[config.mk]
export PLATFORM = sky130hd
export DESIGN_NAME = analog_gate_trigger_detector
export DESIGN_NICKNAME = d
export VERILOG_FILES = /design/src/rtl/gate_detect_pkg.sv /design/src/rtl/analog_gate_trigger_detector.sv
export VERILOG_INCLUDE_DIRS = /design/src /design/src/rtl
export SDC_FILE = /design/constraint.sdc
export NUM_CORES = 1
export LEC_CHECK = 0
export BUFFER_PORTS_ARGS = -buffer_cell sky130_fd_sc_hd__buf_2
export CAP_MARGIN = 0
export CELL_PAD_IN_SITES_DETAIL_PLACEMENT = 1
export CELL_PAD_IN_SITES_GLOBAL_PLACEMENT = 1
export CORE_MARGIN = 2
export CORE_UTILIZATION = 30
export CTS_BUF_LIST = sky130_fd_sc_hd__clkbuf_8 sky130_fd_sc_hd__clkbuf_16
export CTS_CLUSTER_SIZE = 16
export DETAILED_ROUTE_END_ITERATION = 10
export PLACE_DENSITY_LB_ADDON = 0.12
export SLEW_MARGIN = 40
export SYNTH_ARGS = -nofsm -noshare
export SYNTH_HDL_FRONTEND = slang
export SYNTH_SLANG_ARGS = --single-unit
[constraint.sdc]
create_clock -name ref_clk -period 7 [get_ports ref_clk]
set_clock_uncertainty 0.05 [all_clocks]
set_input_delay 0.7 -clock ref_clk [delete_from_list [all_inputs] [get_ports ref_clk]]
set_output_delay 0.7 -clock ref_clk [all_outputs]
set_load 0.01 [all_outputs]
[src/rtl/gate_detect_params.svh]
// constants for the analog gate trigger detector: offsets, fields, resets, codes
`ifndef GATE_DETECT_PARAMS_SVH
`define GATE_DETECT_PARAMS_SVH

// ----------------------------------------------------------------------
// register indices (byte address is four times the index)
// ----------------------------------------------------------------------
`define IDX_TRIGGER_OR_MASK 16'h9dda
`define IDX_TRIGGER_AND_MASK 16'h9dee
`define IDX_MAIN_EXT_TRIGGER_MODE 16'h9e3e
`define IDX_CHAN_ZERO_TRIGGER_MODE 16'h9ea2
`define IDX_CHAN_ZERO_THRESHOLD 16'ha4d8
`define IDX_MAIN_EXT_THRESHOLD 16'ha550
`define IDX_CHAN_ZERO_PULSE_COUNT 16'hac45
`define IDX_GATE_STATUS 16'hac80

// ----------------------------------------------------------------------
// bus widths
// ----------------------------------------------------------------------
`define ADR_W 18
`define SAMPLE_W 16

// ----------------------------------------------------------------------
// mask bits
// ----------------------------------------------------------------------
`define MAIN_EXT_MASK_BIT 32'h0000_0002
`define CHAN_ZERO_MASK_BIT 32'h0000_0001

// ----------------------------------------------------------------------
// mode codes
// ----------------------------------------------------------------------
`define RISING_MODE_CODE 32'h0000_0001
`define FALLING_MODE_CODE 32'h0000_0002
`define ABOVE_LEVEL_MODE_CODE 32'h0000_0008
`define BELOW_LEVEL_MODE_CODE 32'h0000_0010
`define LONG_PULSE_FLAG 32'h0400_0000
`define LONG_RISING_PULSE_CODE 32'h0400_0001
`define LONG_FALLING_PULSE_CODE 32'h0400_0002

// ----------------------------------------------------------------------
// reset values and limits
// ----------------------------------------------------------------------
`define RST_MASK 32'h0000_0000
`define RST_MODE 32'h0000_0000
`define RST_THRESHOLD 32'h0000_0000
`define RST_PULSE_COUNT 32'h0000_0002
`define MIN_PULSE_COUNT 32'h0000_0002

`endif

[src/rtl/gate_detect_pkg.sv]
// types shared by the analog gate trigger detector
package gate_detect_pkg;

    // detector states, one-hot
    typedef enum logic [3:0] {
        ST_IDLE = 4'b0001,
        ST_CLOSED = 4'b0010,
        ST_COUNT = 4'b0100,
        ST_OPEN = 4'b1000
    } det_state_e;

    // decoded trigger mode
    typedef enum logic [2:0] {
        MD_OFF = 3'h0,
        MD_RISE = 3'h1,
        MD_FALL = 3'h2,
        MD_HIGH = 3'h3,
        MD_LOW = 3'h4,
        MD_LONG_POS = 3'h5,
        MD_LONG_NEG = 3'h6
    } det_mode_e;

endpackage

[src/rtl/analog_gate_trigger_detector.sv]
// gate detector: threshold crossing, level and pulse-width modes behind wishbone
//
// Behaviour
// an input gates only if its bit is set in the or or and mask
// single-threshold modes exist on both inputs; two-threshold ones only on main
// each sample is compared with the threshold while the board runs
// rising mode code 1h opens the gate on a rising crossing
// rising mode closes the open gate on a falling crossing
// rising mode ignores a signal already high at start
// falling mode code 2h opens the gate on a falling crossing
// falling mode closes the open gate on a rising crossing
// falling mode ignores a signal already low at start
// high level mode 8h is open while sample >= threshold
// level modes open at once if the level holds at start
// low level mode 10h is open while sample <= threshold
// software writes thresholds in millivolts
// long positive pulse opens after the count with no falling crossing
// an opposite crossing before the count cancels detection
// long positive pulse closes on the next falling crossing
// long negative pulse opens after count from falling crossing, closes on rising
// pulse count accepts 2 up to 4G-1 only
// counter steps once per sample; crossings compare previous and current sample
// edge modes open only on events seen after start
`timescale 1ns/1ps
`include "gate_detect_params.svh"

// ----------------------------------------------------------------------
// one detector for one trigger input
// ----------------------------------------------------------------------
module gate_source_detector (
    input wire logic ref_clk,
    input wire logic srst,
    input wire logic board_run,
    input wire logic sample_en,
    input wire logic signed [`SAMPLE_W-1:0] sample,
    input wire logic [31:0] mode,
    input wire logic [31:0] threshold,
    input wire logic [31:0] pulse_count,
    output logic gate
);
    gate_detect_pkg::det_state_e state_reg;
    gate_detect_pkg::det_state_e state_next;
    gate_detect_pkg::det_mode_e md;
    logic [31:0] cnt_reg;
    logic prev_above_reg;
    logic signed [31:0] sample_wide;
    logic above;
    logic at_or_below;
    logic rise;
    logic fall;
    logic open_evt;
    logic close_evt;
    logic cnt_done;

    // ------------------------------------------------------------------
    // mode decode
    // ------------------------------------------------------------------
    // unknown codes leave the source closed rather than guessing a mode
    always_comb begin
        unique case (mode)
            `RISING_MODE_CODE: md = gate_detect_pkg::MD_RISE;
            `FALLING_MODE_CODE: md = gate_detect_pkg::MD_FALL;
            `ABOVE_LEVEL_MODE_CODE: md = gate_detect_pkg::MD_HIGH;
            `BELOW_LEVEL_MODE_CODE: md = gate_detect_pkg::MD_LOW;
            `LONG_RISING_PULSE_CODE: md = gate_detect_pkg::MD_LONG_POS;
            `LONG_FALLING_PULSE_CODE: md = gate_detect_pkg::MD_LONG_NEG;
            default: md = gate_detect_pkg::MD_OFF;
        endcase
    end

    // ------------------------------------------------------------------
    // comparison and crossings
    // ------------------------------------------------------------------
    // sample and threshold share the millivolt scale
    assign sample_wide = 32'(sample);
    assign above = sample_wide >= $signed(threshold);
    assign at_or_below = sample_wide <= $signed(threshold);
    // crossings need a previous sample, so the first sample after start gives none
    assign rise = (state_reg != gate_detect_pkg::ST_IDLE) && !prev_above_reg && above;
    assign fall = (state_reg != gate_detect_pkg::ST_IDLE) && prev_above_reg && !above;
    assign cnt_done = (cnt_reg + 32'h1) >= pulse_count;

    always_comb begin
        open_evt = 1'b0;
        close_evt = 1'b0;
        unique case (md)
            gate_detect_pkg::MD_RISE: begin
                open_evt = rise;
                close_evt = fall;
            end
            gate_detect_pkg::MD_FALL: begin
                open_evt = fall;
                close_evt = rise;
            end
            gate_detect_pkg::MD_HIGH: begin
                open_evt = above;
                close_evt = !above;
            end
            gate_detect_pkg::MD_LOW: begin
                open_evt = at_or_below;
                close_evt = !at_or_below;
            end
            gate_detect_pkg::MD_LONG_POS: begin
                open_evt = rise;
                close_evt = fall;
            end
            gate_detect_pkg::MD_LONG_NEG: begin
                open_evt = fall;
                close_evt = rise;
            end
            gate_detect_pkg::MD_OFF: begin
                open_evt = 1'b0;
                close_evt = 1'b0;
            end
        endcase
    end

    // ------------------------------------------------------------------
    // state machine
    // ------------------------------------------------------------------
    always_comb begin
        state_next = state_reg;
        unique case (state_reg)
            gate_detect_pkg::ST_IDLE: begin
                // first sample after start only primes the history,
                // but a level already present opens the gate at once
                if (board_run && sample_en) begin
                    if ((md == gate_detect_pkg::MD_HIGH && above) ||
                        (md == gate_detect_pkg::MD_LOW && at_or_below)) begin
                        state_next = gate_detect_pkg::ST_OPEN;
                    end else begin
                        state_next = gate_detect_pkg::ST_CLOSED;
                    end
                end
            end
            gate_detect_pkg::ST_CLOSED: begin
                if (sample_en && open_evt) begin
                    if (md == gate_detect_pkg::MD_LONG_POS ||
                        md == gate_detect_pkg::MD_LONG_NEG) begin
                        state_next = gate_detect_pkg::ST_COUNT;
                    end else begin
                        state_next = gate_detect_pkg::ST_OPEN;
                    end
                end
            end
            gate_detect_pkg::ST_COUNT: begin
                if (sample_en) begin
                    if (close_evt) begin
                        state_next = gate_detect_pkg::ST_CLOSED;
                    end else if (cnt_done) begin
                        state_next = gate_detect_pkg::ST_OPEN;
                    end
                end
            end
            gate_detect_pkg::ST_OPEN: begin
                if (sample_en && close_evt) begin
                    state_next = gate_detect_pkg::ST_CLOSED;
                end
            end
            default: state_next = gate_detect_pkg::ST_IDLE;
        endcase
        if (!board_run) begin
            state_next = gate_detect_pkg::ST_IDLE;
        end
    end

    always_ff @(posedge ref_clk) begin
        if (srst) begin
            state_reg <= gate_detect_pkg::ST_IDLE;
        end else begin
            state_reg <= state_next;
        end
    end

    // ------------------------------------------------------------------
    // sample history and pulse counter
    // ------------------------------------------------------------------
    always_ff @(posedge ref_clk) begin
        if (srst) begin
            prev_above_reg <= 1'b0;
        end else if (board_run && sample_en) begin
            prev_above_reg <= above;
        end
    end

    // the sample of the crossing counts as the first of the pulse
    always_ff @(posedge ref_clk) begin
        if (srst) begin
            cnt_reg <= 32'h0;
        end else if (sample_en) begin
            if (state_reg == gate_detect_pkg::ST_CLOSED) begin
                cnt_reg <= 32'h1;
            end else if (state_reg == gate_detect_pkg::ST_COUNT) begin
                cnt_reg <= cnt_reg + 32'h1;
            end
        end
    end

    assign gate = (state_reg == gate_detect_pkg::ST_OPEN);

endmodule // gate_source_detector

// ----------------------------------------------------------------------
// top: registers, two sources, mask combination
// ----------------------------------------------------------------------
module analog_gate_trigger_detector (
    input wire logic ref_clk,
    input wire logic srst,
    input wire logic wb_cyc_i,
    input wire logic wb_stb_i,
    input wire logic wb_we_i,
    input wire logic [`ADR_W-1:0] wb_adr_i,
    input wire logic [3:0] wb_sel_i,
    input wire logic [31:0] wb_dat_i,
    output logic [31:0] wb_dat_o,
    output logic wb_ack_o,
    input wire logic board_run,
    input wire logic sample_en,
    input wire logic signed [`SAMPLE_W-1:0] main_ext_sample,
    input wire logic signed [`SAMPLE_W-1:0] chan_zero_sample,
    output logic gate_open
);
    logic [31:0] trigger_or_mask_reg;
    logic [31:0] trigger_and_mask_reg;
    logic [31:0] main_ext_trigger_mode_reg;
    logic [31:0] chan_zero_trigger_mode_reg;
    logic [31:0] chan_zero_threshold_reg;
    logic [31:0] main_ext_threshold_reg;
    logic [31:0] chan_zero_pulse_count_reg;
    logic [31:0] pulse_count_next;
    logic [31:0] wmask;
    logic [31:0] rd_data;
    logic [15:0] idx;
    logic req;
    logic wr;
    logic main_gate;
    logic chan_gate;
    logic [31:0] src_gates;
    logic [31:0] and_sel;
    logic or_hit;
    logic and_hit;

    // ------------------------------------------------------------------
    // wishbone slave: one wait state, registered data
    // ------------------------------------------------------------------
    assign req = wb_cyc_i && wb_stb_i && !wb_ack_o;
    assign wr = req && wb_we_i;
    // low two address bits are byte lanes inside the word
    assign idx = 16'(wb_adr_i[`ADR_W-1:2]);
    assign wmask = {{8{wb_sel_i[3]}}, {8{wb_sel_i[2]}}, {8{wb_sel_i[1]}}, {8{wb_sel_i[0]}}};

    always_ff @(posedge ref_clk) begin
        if (srst) begin
            wb_ack_o <= 1'b0;
        end else begin
            wb_ack_o <= req;
        end
    end

    always_ff @(posedge ref_clk) begin
        if (srst) begin
            trigger_or_mask_reg <= `RST_MASK;
            trigger_and_mask_reg <= `RST_MASK;
        end else if (wr) begin
            if (idx == `IDX_TRIGGER_OR_MASK) begin
                trigger_or_mask_reg <= (trigger_or_mask_reg & ~wmask) | (wb_dat_i & wmask);
            end
            if (idx == `IDX_TRIGGER_AND_MASK) begin
                trigger_and_mask_reg <= (trigger_and_mask_reg & ~wmask) | (wb_dat_i & wmask);
            end
        end
    end

    always_ff @(posedge ref_clk) begin
        if (srst) begin
            main_ext_trigger_mode_reg <= `RST_MODE;
            chan_zero_trigger_mode_reg <= `RST_MODE;
        end else if (wr) begin
            if (idx == `IDX_MAIN_EXT_TRIGGER_MODE) begin
                main_ext_trigger_mode_reg <=
                    (main_ext_trigger_mode_reg & ~wmask) | (wb_dat_i & wmask);
            end
            if (idx == `IDX_CHAN_ZERO_TRIGGER_MODE) begin
                chan_zero_trigger_mode_reg <=
                    (chan_zero_trigger_mode_reg & ~wmask) | (wb_dat_i & wmask);
            end
        end
    end

    always_ff @(posedge ref_clk) begin
        if (srst) begin
            main_ext_threshold_reg <= `RST_THRESHOLD;
            chan_zero_threshold_reg <= `RST_THRESHOLD;
        end else if (wr) begin
            if (idx == `IDX_MAIN_EXT_THRESHOLD) begin
                main_ext_threshold_reg <= (main_ext_threshold_reg & ~wmask) | (wb_dat_i & wmask);
            end
            if (idx == `IDX_CHAN_ZERO_THRESHOLD) begin
                chan_zero_threshold_reg <= (chan_zero_threshold_reg & ~wmask) | (wb_dat_i & wmask);
            end
        end
    end

    // a count below the minimum would open before any pulse exists,
    // so such a write is dropped and the old count stays
    assign pulse_count_next = (chan_zero_pulse_count_reg & ~wmask) | (wb_dat_i & wmask);

    always_ff @(posedge ref_clk) begin
        if (srst) begin
            chan_zero_pulse_count_reg <= `RST_PULSE_COUNT;
        end else if (wr && idx == `IDX_CHAN_ZERO_PULSE_COUNT &&
                     pulse_count_next >= `MIN_PULSE_COUNT) begin
            chan_zero_pulse_count_reg <= pulse_count_next;
        end
    end

    always_comb begin
        unique case (idx)
            `IDX_TRIGGER_OR_MASK: rd_data = trigger_or_mask_reg;
            `IDX_TRIGGER_AND_MASK: rd_data = trigger_and_mask_reg;
            `IDX_MAIN_EXT_TRIGGER_MODE: rd_data = main_ext_trigger_mode_reg;
            `IDX_CHAN_ZERO_TRIGGER_MODE: rd_data = chan_zero_trigger_mode_reg;
            `IDX_CHAN_ZERO_THRESHOLD: rd_data = chan_zero_threshold_reg;
            `IDX_MAIN_EXT_THRESHOLD: rd_data = main_ext_threshold_reg;
            `IDX_CHAN_ZERO_PULSE_COUNT: rd_data = chan_zero_pulse_count_reg;
            `IDX_GATE_STATUS: rd_data = {28'h0, board_run, gate_open, main_gate, chan_gate};
            default: rd_data = 32'h0;
        endcase
    end

    always_ff @(posedge ref_clk) begin
        if (srst) begin
            wb_dat_o <= 32'h0;
        end else if (req && !wb_we_i) begin
            wb_dat_o <= rd_data;
        end
    end

    // ------------------------------------------------------------------
    // the two trigger sources
    // ------------------------------------------------------------------
    // the pulse count register serves both inputs
    gate_source_detector u_main_ext (
        .ref_clk(ref_clk),
        .srst(srst),
        .board_run(board_run),
        .sample_en(sample_en),
        .sample(main_ext_sample),
        .mode(main_ext_trigger_mode_reg),
        .threshold(main_ext_threshold_reg),
        .pulse_count(chan_zero_pulse_count_reg),
        .gate(main_gate)
    );

    gate_source_detector u_chan_zero (
        .ref_clk(ref_clk),
        .srst(srst),
        .board_run(board_run),
        .sample_en(sample_en),
        .sample(chan_zero_sample),
        .mode(chan_zero_trigger_mode_reg),
        .threshold(chan_zero_threshold_reg),
        .pulse_count(chan_zero_pulse_count_reg),
        .gate(chan_gate)
    );

    // ------------------------------------------------------------------
    // mask combination
    // ------------------------------------------------------------------
    assign src_gates = ({32{main_gate}} & `MAIN_EXT_MASK_BIT) |
                       ({32{chan_gate}} & `CHAN_ZERO_MASK_BIT);
    assign and_sel = trigger_and_mask_reg & (`MAIN_EXT_MASK_BIT | `CHAN_ZERO_MASK_BIT);
    assign or_hit = |(trigger_or_mask_reg & src_gates);
    // an empty and mask must not count as all sources present
    assign and_hit = (and_sel != 32'h0) && ((and_sel & src_gates) == and_sel);

    always_ff @(posedge ref_clk) begin
        if (srst) begin
            gate_open <= 1'b0;
        end else begin
            gate_open <= board_run && (or_hit || and_hit);
        end
    end

endmodule // analog_gate_trigger_detector

==> run_results.csv, run 1 <==
group,metric,value,unit
outcome,status,"complete, no violations",
worst_setup_path,path_buf_inv,0,
clocking,clkSinkCount,332,
detailed_routing,firstDrtPassIters,5,
synthesis,syn_area,18600,um^2
sta,finalMaxSlewViolations,0,
detailed_routing,vias_per_cell,5.42,
clocking,path_clk_slew,0.06,ns
place,dp_hpwl,48600,um
sta,max_slew.worst_pin.slew,0.876,ns
synthesis,synth_ff_type,"dfxtp_1",
clocking,cts.path.max_buffers,3,
worst_setup_path,critPathSlowestCell,"nor3_1",
worst_setup_path,cp_data_arrival_time,5.68,ns
layout,finalNetCount,2447,
sta,relSlewSlack,41.0,%
global_routing,grt_pass1_wl,105000,um
pwr,pwr_density_cell,204,nW/um^2
detailed_routing,drt_wl_total,67500,um
sta,hold_viol_final,0,
worst_setup_path,worstSetupPathType,"flop to flop",
sta,tns,0,ns
worst_setup_path,end_kind,"flop",
synthesis,netlist.area_leader.share,35.7,%
synthesis,yosys.area.top_type,"dfxtp_1",
layout,layout_commonest_cell,"nor2_1",
clocking,ctsResizeCount,0,
floorplanning,fp.dieW,253,um
global_routing,antenna_found_initial,5,
min_path,hp-class,"input port to flop",
clocking,cts.htree.levels,2,
synthesis,synth-seq-area-share,35.7,%
sta,finalCritPeriodShare,74.9,%
clocking,clk_latency,0.61,ns
pwr,vdd.ir_drop.worst,0.148,mV
synthesis,synth_edf_count,0,
sta,layout_min_cycle_time,5.24,ns
global_routing,grt_overflow,0,
detailed_routing,drt_iter0_markers,925,
floorplanning,core_area,61500,um^2
clocking,cts_root_buf,"clkbuf_16",
layout,nFillCells,7198,
layout,fin_area,21400,um^2
sta,grt_setup_unrepaired,"no",
synthesis,synth.area.top_cells,"dfxtp_1 36%, mux2i_1 12%, ha_1 8.7%",
clocking,ctsHoldBuffers,0,
layout,mostFrequentLayoutCells,"369 x nor2_1, 332 x dfxtp_1, 228 x mux2i_1",
floorplanning,num_rows,91,
worst_setup_path,critPathMaxStageDelay,0.49,ns
floorplanning,start_util,30.2,%
worst_setup_path,cp-start-kind,"flop",
worst_setup_path,crit_chain,"ha_1, nand4_1, nor3_1, and3_1, and2_1, and3_1, and4_1, and2_1, xor2_1, ha_1, and3_1, a211oi_1, o21ai_0, a21oi_1, o21ai_0, o21ai_0, o311ai_2, o31ai_1, a211oi_1, a211oi_1",
place,placed_area,20000,um^2
global_routing,grt_usage,21.1,%
detailed_routing,antenna_left,0,
synthesis,ys_ff_latch,332,
synthesis,syn_nets,2394,
pwr,p_leak,8.78,nW
floorplanning,die_h,253,um
synthesis,async_flop_share,0,%
detailed_routing,routedWlPerCell,22.1,um
clocking,cts_setup_buffers,0,
place,place_inst,2968,
place,place_congestion,0.831,
layout,syn2layout_area_growth,15.2,%
detailed_routing,post-route-drc-count,0,
synthesis,ys_warn_count,0,
layout,instances_no_fill,3049,
place,port_buffers,124,
global_routing,grt_max_degree,191,
global_routing,grt_pass1_vias,17000,
worst_setup_path,crit_fanout,6,
synthesis,syn_area_per_cell,8.57,um^2
floorplanning,dieArea,64000,um^2
synthesis,yosysUniqueCellTypes,72,
synthesis,synthCells,2171,
floorplanning,pin_count,127,
sta,setup_viol,0,
detailed_routing,dr_total_vias,16500,
layout,layout-drive-gt1-share,11.0,%
worst_setup_path,crit_family,"simple AND/OR/NAND/NOR gates",
clocking,cts_tree,"yes",
clocking,cts_buffers,43,
job,cap_violations,0,
sta,max_freq,191,MHz
worst_setup_path,crit_required,7.44,ns
[cell families (layout without fill, tap and decap cells)]
| logic type | Yosys count | in the layout | share of synthesized area (%) |
|---|---|---|---|
| and+or+nand+nor | 732 | 732 | 19.4 |
| AOI/OAI and AO/OA | 434 | 434 | 15.6 |
| DFF | 332 | 332 | 35.7 |
| buffers and inverters | 251 | 336 | 5.29 |
| muxes | 228 | 228 | 12.3 |
| adders and majority gates | 130 | 130 | 8.75 |
| xor gates and xnor gates | 64 | 64 | 3.01 |
| other | 0 | 3 | 0 |
[cell usage after synthesis, types with 16 or more instances]
library cell,number
clkbuf_1,120
inv_1,112
nand3b_1,21
xor2_1,26
a21oi_1,123
and3_1,37
xnor2_1,38
a222oi_1,28
buf_2,16
a31oi_1,39
nand4_1,44
nor4_1,25
nand3_1,54
dfxtp_1,332
ha_1,130
nand2_1,74
a21o_1,24
a22oi_1,92
nor3_1,24
mux2i_1,228
nor2_1,371
o21ai_0,54
[path summary, 6_finish.rpt]
path / slack [ns] / depth (start not counted) / end / start
setup / recovery: 1.76 / 20 / u_chan_zero.state_reg[3] / u_chan_zero.cnt_reg[0]
hold / removal: 0.37 / 3 / wb_ack_o / wb_cyc_i
setup reg to reg: 1.76 / 20 / u_chan_zero.state_reg[3] / u_chan_zero.cnt_reg[0]
hold reg to reg: 0.43 / 2 / wb_dat_o[13] / wb_dat_o[13]
[power by group]
group | internal [mW] | total (mW) | switching, mW
clock | 1.34 | 2.25 | 0.919
sequential | 1.89 | 1.90 | 0.00470
combinational | 0.0702 | 0.221 | 0.151
total | 3.30 | 4.37 | 1.07
[worst min-delay path, delay by kind of cell]
family	cells	cell delay [ns]
and+or+nand+nor	2	0.18
buffers and inverters	1	0.09
[metrics by stage]
stage	util, %	power [mW]	hold WS (ns)	worst slack (ns)
global placement	32.3	2.15	0.415	1.90
detailed placement	32.5	2.16	0.419	1.74
CTS	34.8	4.44	0.337	1.66
floorplan	-	2.06	0.408	2.92
finish	34.9	4.37	0.373	1.76
global route	34.8	4.54	0.380	1.16
[per-layer routing]
metal,part of all wire (%),up-vias,GRT usage [%]
met3,3.0,75,2.24
met2,47,254,36.0
met1,48,8245,28.1
li1,-,7947,-
met5,0.046,-,0
met4,2.3,4,5.90
[layout make-up]
cell class                 instances  area [um^2]  area share (%)
multi-input combinational       1588        11100            51.6
sequential                       332         6650            31.0
clock buffer                      56         1250            5.86
tap                              790          988            4.61
timing repair buffer             147          876            4.09
inverter                         112          420            1.96
clock inverter                    21          179           0.835
antenna                            3         7.51          0.0350
(Power assumes the default switching activity.)
==> run 2: changes to the inputs <==
Clock period 7 ns to 5.5 ns, I/O delays scaled along.
==> run 2 against run 1 <==
Against the previous run:
- combinational power increased by 25%
- sequential power increased by 27%
- die area unchanged
- register-to-register slack got worse by 1.2 ns
- final area decreased by 0.56%
- global-route usage decreased by 0.066 points
- highest routed layer unchanged
- setup slack got worse by 1.2 ns
- critical endpoint unchanged
- largest cell class unchanged
- wire length decreased by 0.54%
- via count increased by 0.40%
- first-iteration DRC count decreased by 10%
- count of clock-buffer cells in the layout decreased by 7
- maximum frequency increased by 5.5%
==> run_results.csv, run 2 (synthesis gave the netlist of run 1 again) <==
group,metric,value,unit
worst_setup_path,cp-start-kind,"flop",
clocking,cts_buffers,42,
detailed_routing,route.top_layer_used,"met5",
worst_setup_path,r2r-end,"u_chan_zero.state_reg[3]",
place,place_congestion,0.843,
clocking,clkSinkCount,332,
global_routing,grt_overflow,0,
clocking,cts.htree.levels,2,
clocking,cts_root_buf,"clkbuf_16",
sta,hold_viol_final,0,
min_path,hp-class,"input port to flop",
sta,setup_slack,0.532,ns
sta,tns,0,ns
detailed_routing,post-route-drc-count,0,
worst_setup_path,end_kind,"flop",
worst_setup_path,crit_chain,"nand2_1, nor3_2, nor3b_2, nand3_2, nor2_1, and4_1, nand4_1, xnor2_1, ha_1, and3_1, a211oi_1, o21ai_0, a21oi_1, o21ai_0, o21ai_0, o311ai_2, o31ai_1, a211oi_1, a211oi_1",
layout,finalNetCount,2448,
clocking,ctsHoldBuffers,0,
pwr,vdd.ir_drop.worst,0.169,mV
layout,utilization,34.7,%
global_routing,grt_max_degree,138,
pwr,p_leak,8.75,nW
floorplanning,die_h,253,um
detailed_routing,dr_wl_met3,2510,um
outcome,status,"complete, no violations",
place,place_ws,0.462,ns
detailed_routing,antenna_left,0,
clocking,cts.path.max_buffers,3,
worst_setup_path,worstSetupPathType,"flop to flop",
place,port_buffers,124,
global_routing,antenna_found_initial,4,
layout,layout_commonest_cell,"nor2_1",
min_path,hold_start,"wb_cyc_i",
sta,grt_setup_unrepaired,"no",
worst_setup_path,reg2reg_depth,19,
min_path,hold_end,"wb_ack_o",
layout,syn2layout_area_growth,14.6,%
floorplanning,dieArea,64000,um^2
job,cap_violations,0,
pwr,pwr_density_cell,252,nW/um^2
clocking,clk_latency,0.59,ns
layout,layout-drive-gt1-share,10.6,%
worst_setup_path,critPathMaxStageDelay,0.45,ns
worst_setup_path,crit_fanout,7,
worst_setup_path,crit_required,5.94,ns
detailed_routing,routedWlPerCell,22.0,um
detailed_routing,wl_met2,31900,um
sta,layout_min_cycle_time,4.97,ns
floorplanning,start_util,30.2,%
sta,max_slew.worst_pin.slew,0.891,ns
sta,setup_viol,0,
worst_setup_path,rr_startpoint,"u_chan_zero.cnt_reg[2]",
worst_setup_path,r2r_slack,0.53,ns
floorplanning,num_rows,91,
clocking,path_clk_slew,0.06,ns
clocking,cts_setup_buffers,0,
place,dp_hpwl,49100,um
min_path,hold_depth,3,
layout,mostFrequentLayoutCells,"369 x nor2_1, 332 x dfxtp_1, 228 x mux2i_1",
sta,finalMaxSlewViolations,0,
global_routing,grt_usage,21.0,%
place,place_inst,2970,
layout,instances_no_fill,3047,
clocking,ctsResizeCount,0,
clocking,cts_tree,"yes",
worst_setup_path,cp_data_arrival_time,5.40,ns
sta,relSlewSlack,40.0,%
global_routing,grt_pass1_wl,104000,um
floorplanning,fp.dieW,253,um
detailed_routing,vias_per_cell,5.45,
floorplanning,core_area,61500,um^2
detailed_routing,wl_met1,30700,um
floorplanning,pin_count,127,
detailed_routing,drt_wl_total,67100,um
detailed_routing,dr_total_vias,16600,
sta,finalCritPeriodShare,90.3,%
detailed_routing,drt_iter0_markers,832,
worst_setup_path,critPathSlowestCell,"nor2_1",
global_routing,grt_pass1_vias,17300,
sta,max_freq,201,MHz
detailed_routing,firstDrtPassIters,7,
==> run 2: cell types whose count changed in the layout (fill, tap and decap cells not counted), moves of 2 or more <==
| cell | change |
|---|---|
| buf_12 | +2 |
| clkbuf_8 | -6 |
| clkinv_2 | -3 |
| diode_2 | -2 |
| buf_16 | -3 |
| inv_1 | +9 |
| buf_4 | +3 |
==> run 2: layer usage <==
| layer | up-vias | GRT usage, % |
|---|---|---|
| met2 | 298 | 36.0 |
| li1 | 7930 | - |
| met4 | 4 | 7.07 |
| met1 | 8260 | 27.2 |
| met3 | 99 | 2.61 |
| met5 | - | 0 |
==> run 2: worst max-delay path by stage <==
stage	from	to	depth (start not counted)
floorplan	u_chan_zero.cnt_reg[0]	u_chan_zero.state_reg[3]	20
CTS	u_chan_zero.cnt_reg[2]	u_chan_zero.state_reg[3]	19
global route	u_chan_zero.cnt_reg[0]	u_chan_zero.state_reg[3]	19
finish	u_chan_zero.cnt_reg[2]	u_chan_zero.state_reg[3]	19
global placement	u_chan_zero.cnt_reg[2]	u_chan_zero.state_reg[3]	19
detailed placement	u_chan_zero.cnt_reg[2]	u_chan_zero.state_reg[3]	19
==> run 2: power by group <==
group	internal, mW	leakage (nW)	switching [mW]
clock	1.54	0.718	1.14
sequential	2.41	2.67	0.00635
combinational	0.0847	5.35	0.191
total	4.03	8.75	1.34
==> run 2: stage by stage <==
| stage | total power [mW] | area, um^2 | hold WS [ns] |
|---|---|---|---|
| 4_1_cts | 5.46 | 21300 | 0.198 |
| 5_1_grt | 5.57 | 21300 | 0.291 |
| 2_1_floorplan | 2.63 | 18600 | 0.408 |
| 3_5_place_dp | 2.74 | 20000 | 0.422 |
| 3_3_place_gp | 2.73 | 19900 | 0.413 |
| 6_report | 5.37 | 21300 | 0.273 |
==> run 2: final cells by class <==
type                            instances  area, um^2
Tap cell                              790         988
Timing Repair Buffer                  149         856
Antenna cell                            1        2.50
Inverter                              112         420
Clock inverter                         26         178
Clock buffer                           49        1150
Multi-Input combinational cell       1588       11100
Sequential cell                       332        6650
Fill cell                            7218       40200
==> run 2: critical path, delay by kind of cell (launching register included) <==
kind	cells	cell delay (ns)
compound gates	9	1.62
xor+xnor	1	0.25
simple gates	8	2.25
fa+ha+maj	1	0.27
flops	1	0.43
==> run 3: changes to the inputs <==
Settings changed: GPL_TIMING_DRIVEN set to 1.
Clock period 5.5 ns to 4.9 ns, I/O delays scaled along.
==> run 3 against run 2 <==
Against the previous run:
- via count fell by 0.36%
- critical endpoint is now u_chan_zero.state_reg[2]
- critical path type unchanged
- first-iteration DRC count rose by 10%
- largest power group unchanged
- flip-flop and latch count did not move
- maximum frequency rose by 9.7%
- total power rose by 14%
- core utilization rose by 0.21 points
- largest cell class unchanged
==> run_results.csv, run 3 (synthesis gave the netlist of run 1 again) <==
group,metric,value,unit
sta,setup_viol,0,
worst_setup_path,crit_fanout,4,
worst_setup_path,worstSetupPathType,"flop to flop",
detailed_routing,routedWlPerCell,22.1,um
sta,hold_viol_final,0,
clocking,clkSinkCount,332,
layout,finalNetCount,2457,
floorplanning,core_area,61500,um^2
sta,tns,0,ns
detailed_routing,drt_iter0_markers,915,
worst_setup_path,cp-start-kind,"flop",
floorplanning,die_h,253,um
outcome,status,"complete, no violations",
worst_setup_path,crit_required,5.35,ns
place,dp_hpwl,49100,um
pwr,pwr-share-clk,50.9,%
pwr,pwr_density_cell,287,nW/um^2
sta,layout_min_cycle_time,4.53,ns
pwr,internal-power,4.65,mW
pwr,vdd.ir_drop.worst,0.214,mV
detailed_routing,vias_per_cell,5.41,
floorplanning,num_rows,91,
place,port_buffers,124,
pwr,p_seq_share,44.1,%
floorplanning,dieArea,64000,um^2
layout,mostFrequentLayoutCells,"369 x nor2_1, 332 x dfxtp_1, 228 x mux2i_1",
job,cap_violations,0,
clocking,cts_root_buf,"clkbuf_16",
place,place_congestion,0.872,
sta,grt_setup_unrepaired,"no",
layout,syn2layout_area_growth,15.3,%
global_routing,grt_pass1_wl,104000,um
clocking,clk_latency,0.58,ns
floorplanning,fp.dieW,253,um
clocking,cts_buffers,43,
worst_setup_path,cp-startpoint,"u_chan_zero.cnt_reg[1]",
global_routing,grt_usage,21.1,%
min_path,hp-class,"input port to flop",
worst_setup_path,cp_data_arrival_time,4.97,ns
sta,relSlewSlack,42.7,%
sta,finalMaxSlewViolations,0,
detailed_routing,post-route-drc-count,0,
pwr,sw_frac_of_total,24.4,%
layout,seqCellArea,6650,um^2
floorplanning,start_util,30.2,%
clocking,cts.htree.levels,2,
layout,layout_commonest_cell,"nor2_1",
detailed_routing,drt_wl_total,67600,um
min_path,hold_start,"wb_stb_i",
clocking,path_clk_slew,0.06,ns
layout,multi_input_area,11100,um^2
clocking,cts.path.max_buffers,3,
detailed_routing,antenna_left,0,
detailed_routing,dr_total_vias,16500,
pwr,p_leak,8.79,nW
global_routing,antenna_found_initial,5,
worst_setup_path,rr_startpoint,"u_chan_zero.cnt_reg[1]",
layout,nFillCells,7177,
layout,layout-drive-gt1-share,11.2,%
detailed_routing,firstDrtPassIters,8,
sta,hold_ws,0.179,ns
clocking,cts_tree,"yes",
pwr,pwr-share-comb,5.0,%
global_routing,grt_pass1_vias,17300,
pwr,switching_power,1.50,mW
global_routing,grt_max_degree,171,
global_routing,grt_overflow,0,
sta,max_slew.worst_pin.slew,0.851,ns
pwr,finalPower,6.14,mW
worst_setup_path,end_kind,"flop",
sta,finalCritPeriodShare,92.4,%
floorplanning,pin_count,127,
sta,max_freq,221,MHz
run 3: what timing repair did:
action / CTS / global route
setup buffers: 0 / 0
setup endpoints to repair: 0 / 2
endpoints found under the hold margin: 0 / 0
hold buffers: 0 / 0
gates resized for setup: 0 / 2
run 3: metal layers:
| layer | global-route usage (%) | up-vias | share of wire, % |
|---|---|---|---|
| li1 | - | 7964 | - |
| met1 | 27.5 | 8179 | 46 |
| met2 | 35.4 | 277 | 47 |
| met3 | 3.55 | 104 | 4.3 |
| met4 | 6.36 | 8 | 2.8 |
| met5 | 0 | - | 0.084 |
run 3: final cells by class:
| class | instances | share of cell area, % |
|---|---|---|
| antenna | 1 | 0.0117 |
| clock buffer | 53 | 5.66 |
| clock inverter | 21 | 0.759 |
| inverter | 112 | 1.96 |
| multi-input combinational | 1588 | 51.6 |
| sequential | 332 | 31.0 |
| tap | 790 | 4.61 |
| timing repair buffer | 157 | 4.39 |
run 3: critical path, stage by stage, from the launching register on:
cell	delay (ns)
dfxtp_1	0.38
ha_1	0.25
nand4_1	0.17
nor3_2	0.29
and3_1	0.28
and2_1	0.21
and3_1	0.23
and4_1	0.22
buf_4	0.13
and3_1	0.21
xor2_1	0.11
ha_1	0.29
nand2_1	0.06
nor2_1	0.26
a21oi_1	0.11
o21ai_0	0.18
o21ai_1	0.19
o311ai_2	0.11
o31ai_1	0.19
or3_1	0.37
a21oi_1	0.14
run 3: worst paths after layout:
| kind | endpoint | slack (ns) | depth (start not counted) |
|---|---|---|---|
| min reg2reg | wb_dat_o[20] | 0.43 | 2 |
| min | wb_ack_o | 0.18 | 3 |
| max reg2reg | u_chan_zero.state_reg[2] | 0.37 | 20 |
| max | u_chan_zero.state_reg[2] | 0.37 | 20 |
run 3: through the flow:
stage	instance area [um^2]	setup slack (ns)	cells	util, %
6_report	21400	0.373	3054	34.9
5_1_grt	21400	0.0315	3054	34.9
4_1_cts	21400	0.251	3053	34.9
3_5_place_dp	20100	0.282	2979	32.6
3_3_place_gp	20000	0.308	2979	32.6
2_1_floorplan	18600	0.823	2171	-
run 3: power by group through the flow:
stage | Combinational (mW) | Sequential (mW) | Clock [mW]
global placement | 0.299 | 2.77 | 0
detailed placement | 0.308 | 2.77 | 0
CTS | 0.309 | 2.71 | 3.22
floorplan | 0.181 | 2.77 | 0
global route | 0.340 | 2.71 | 3.34
finish | 0.307 | 2.71 | 3.13
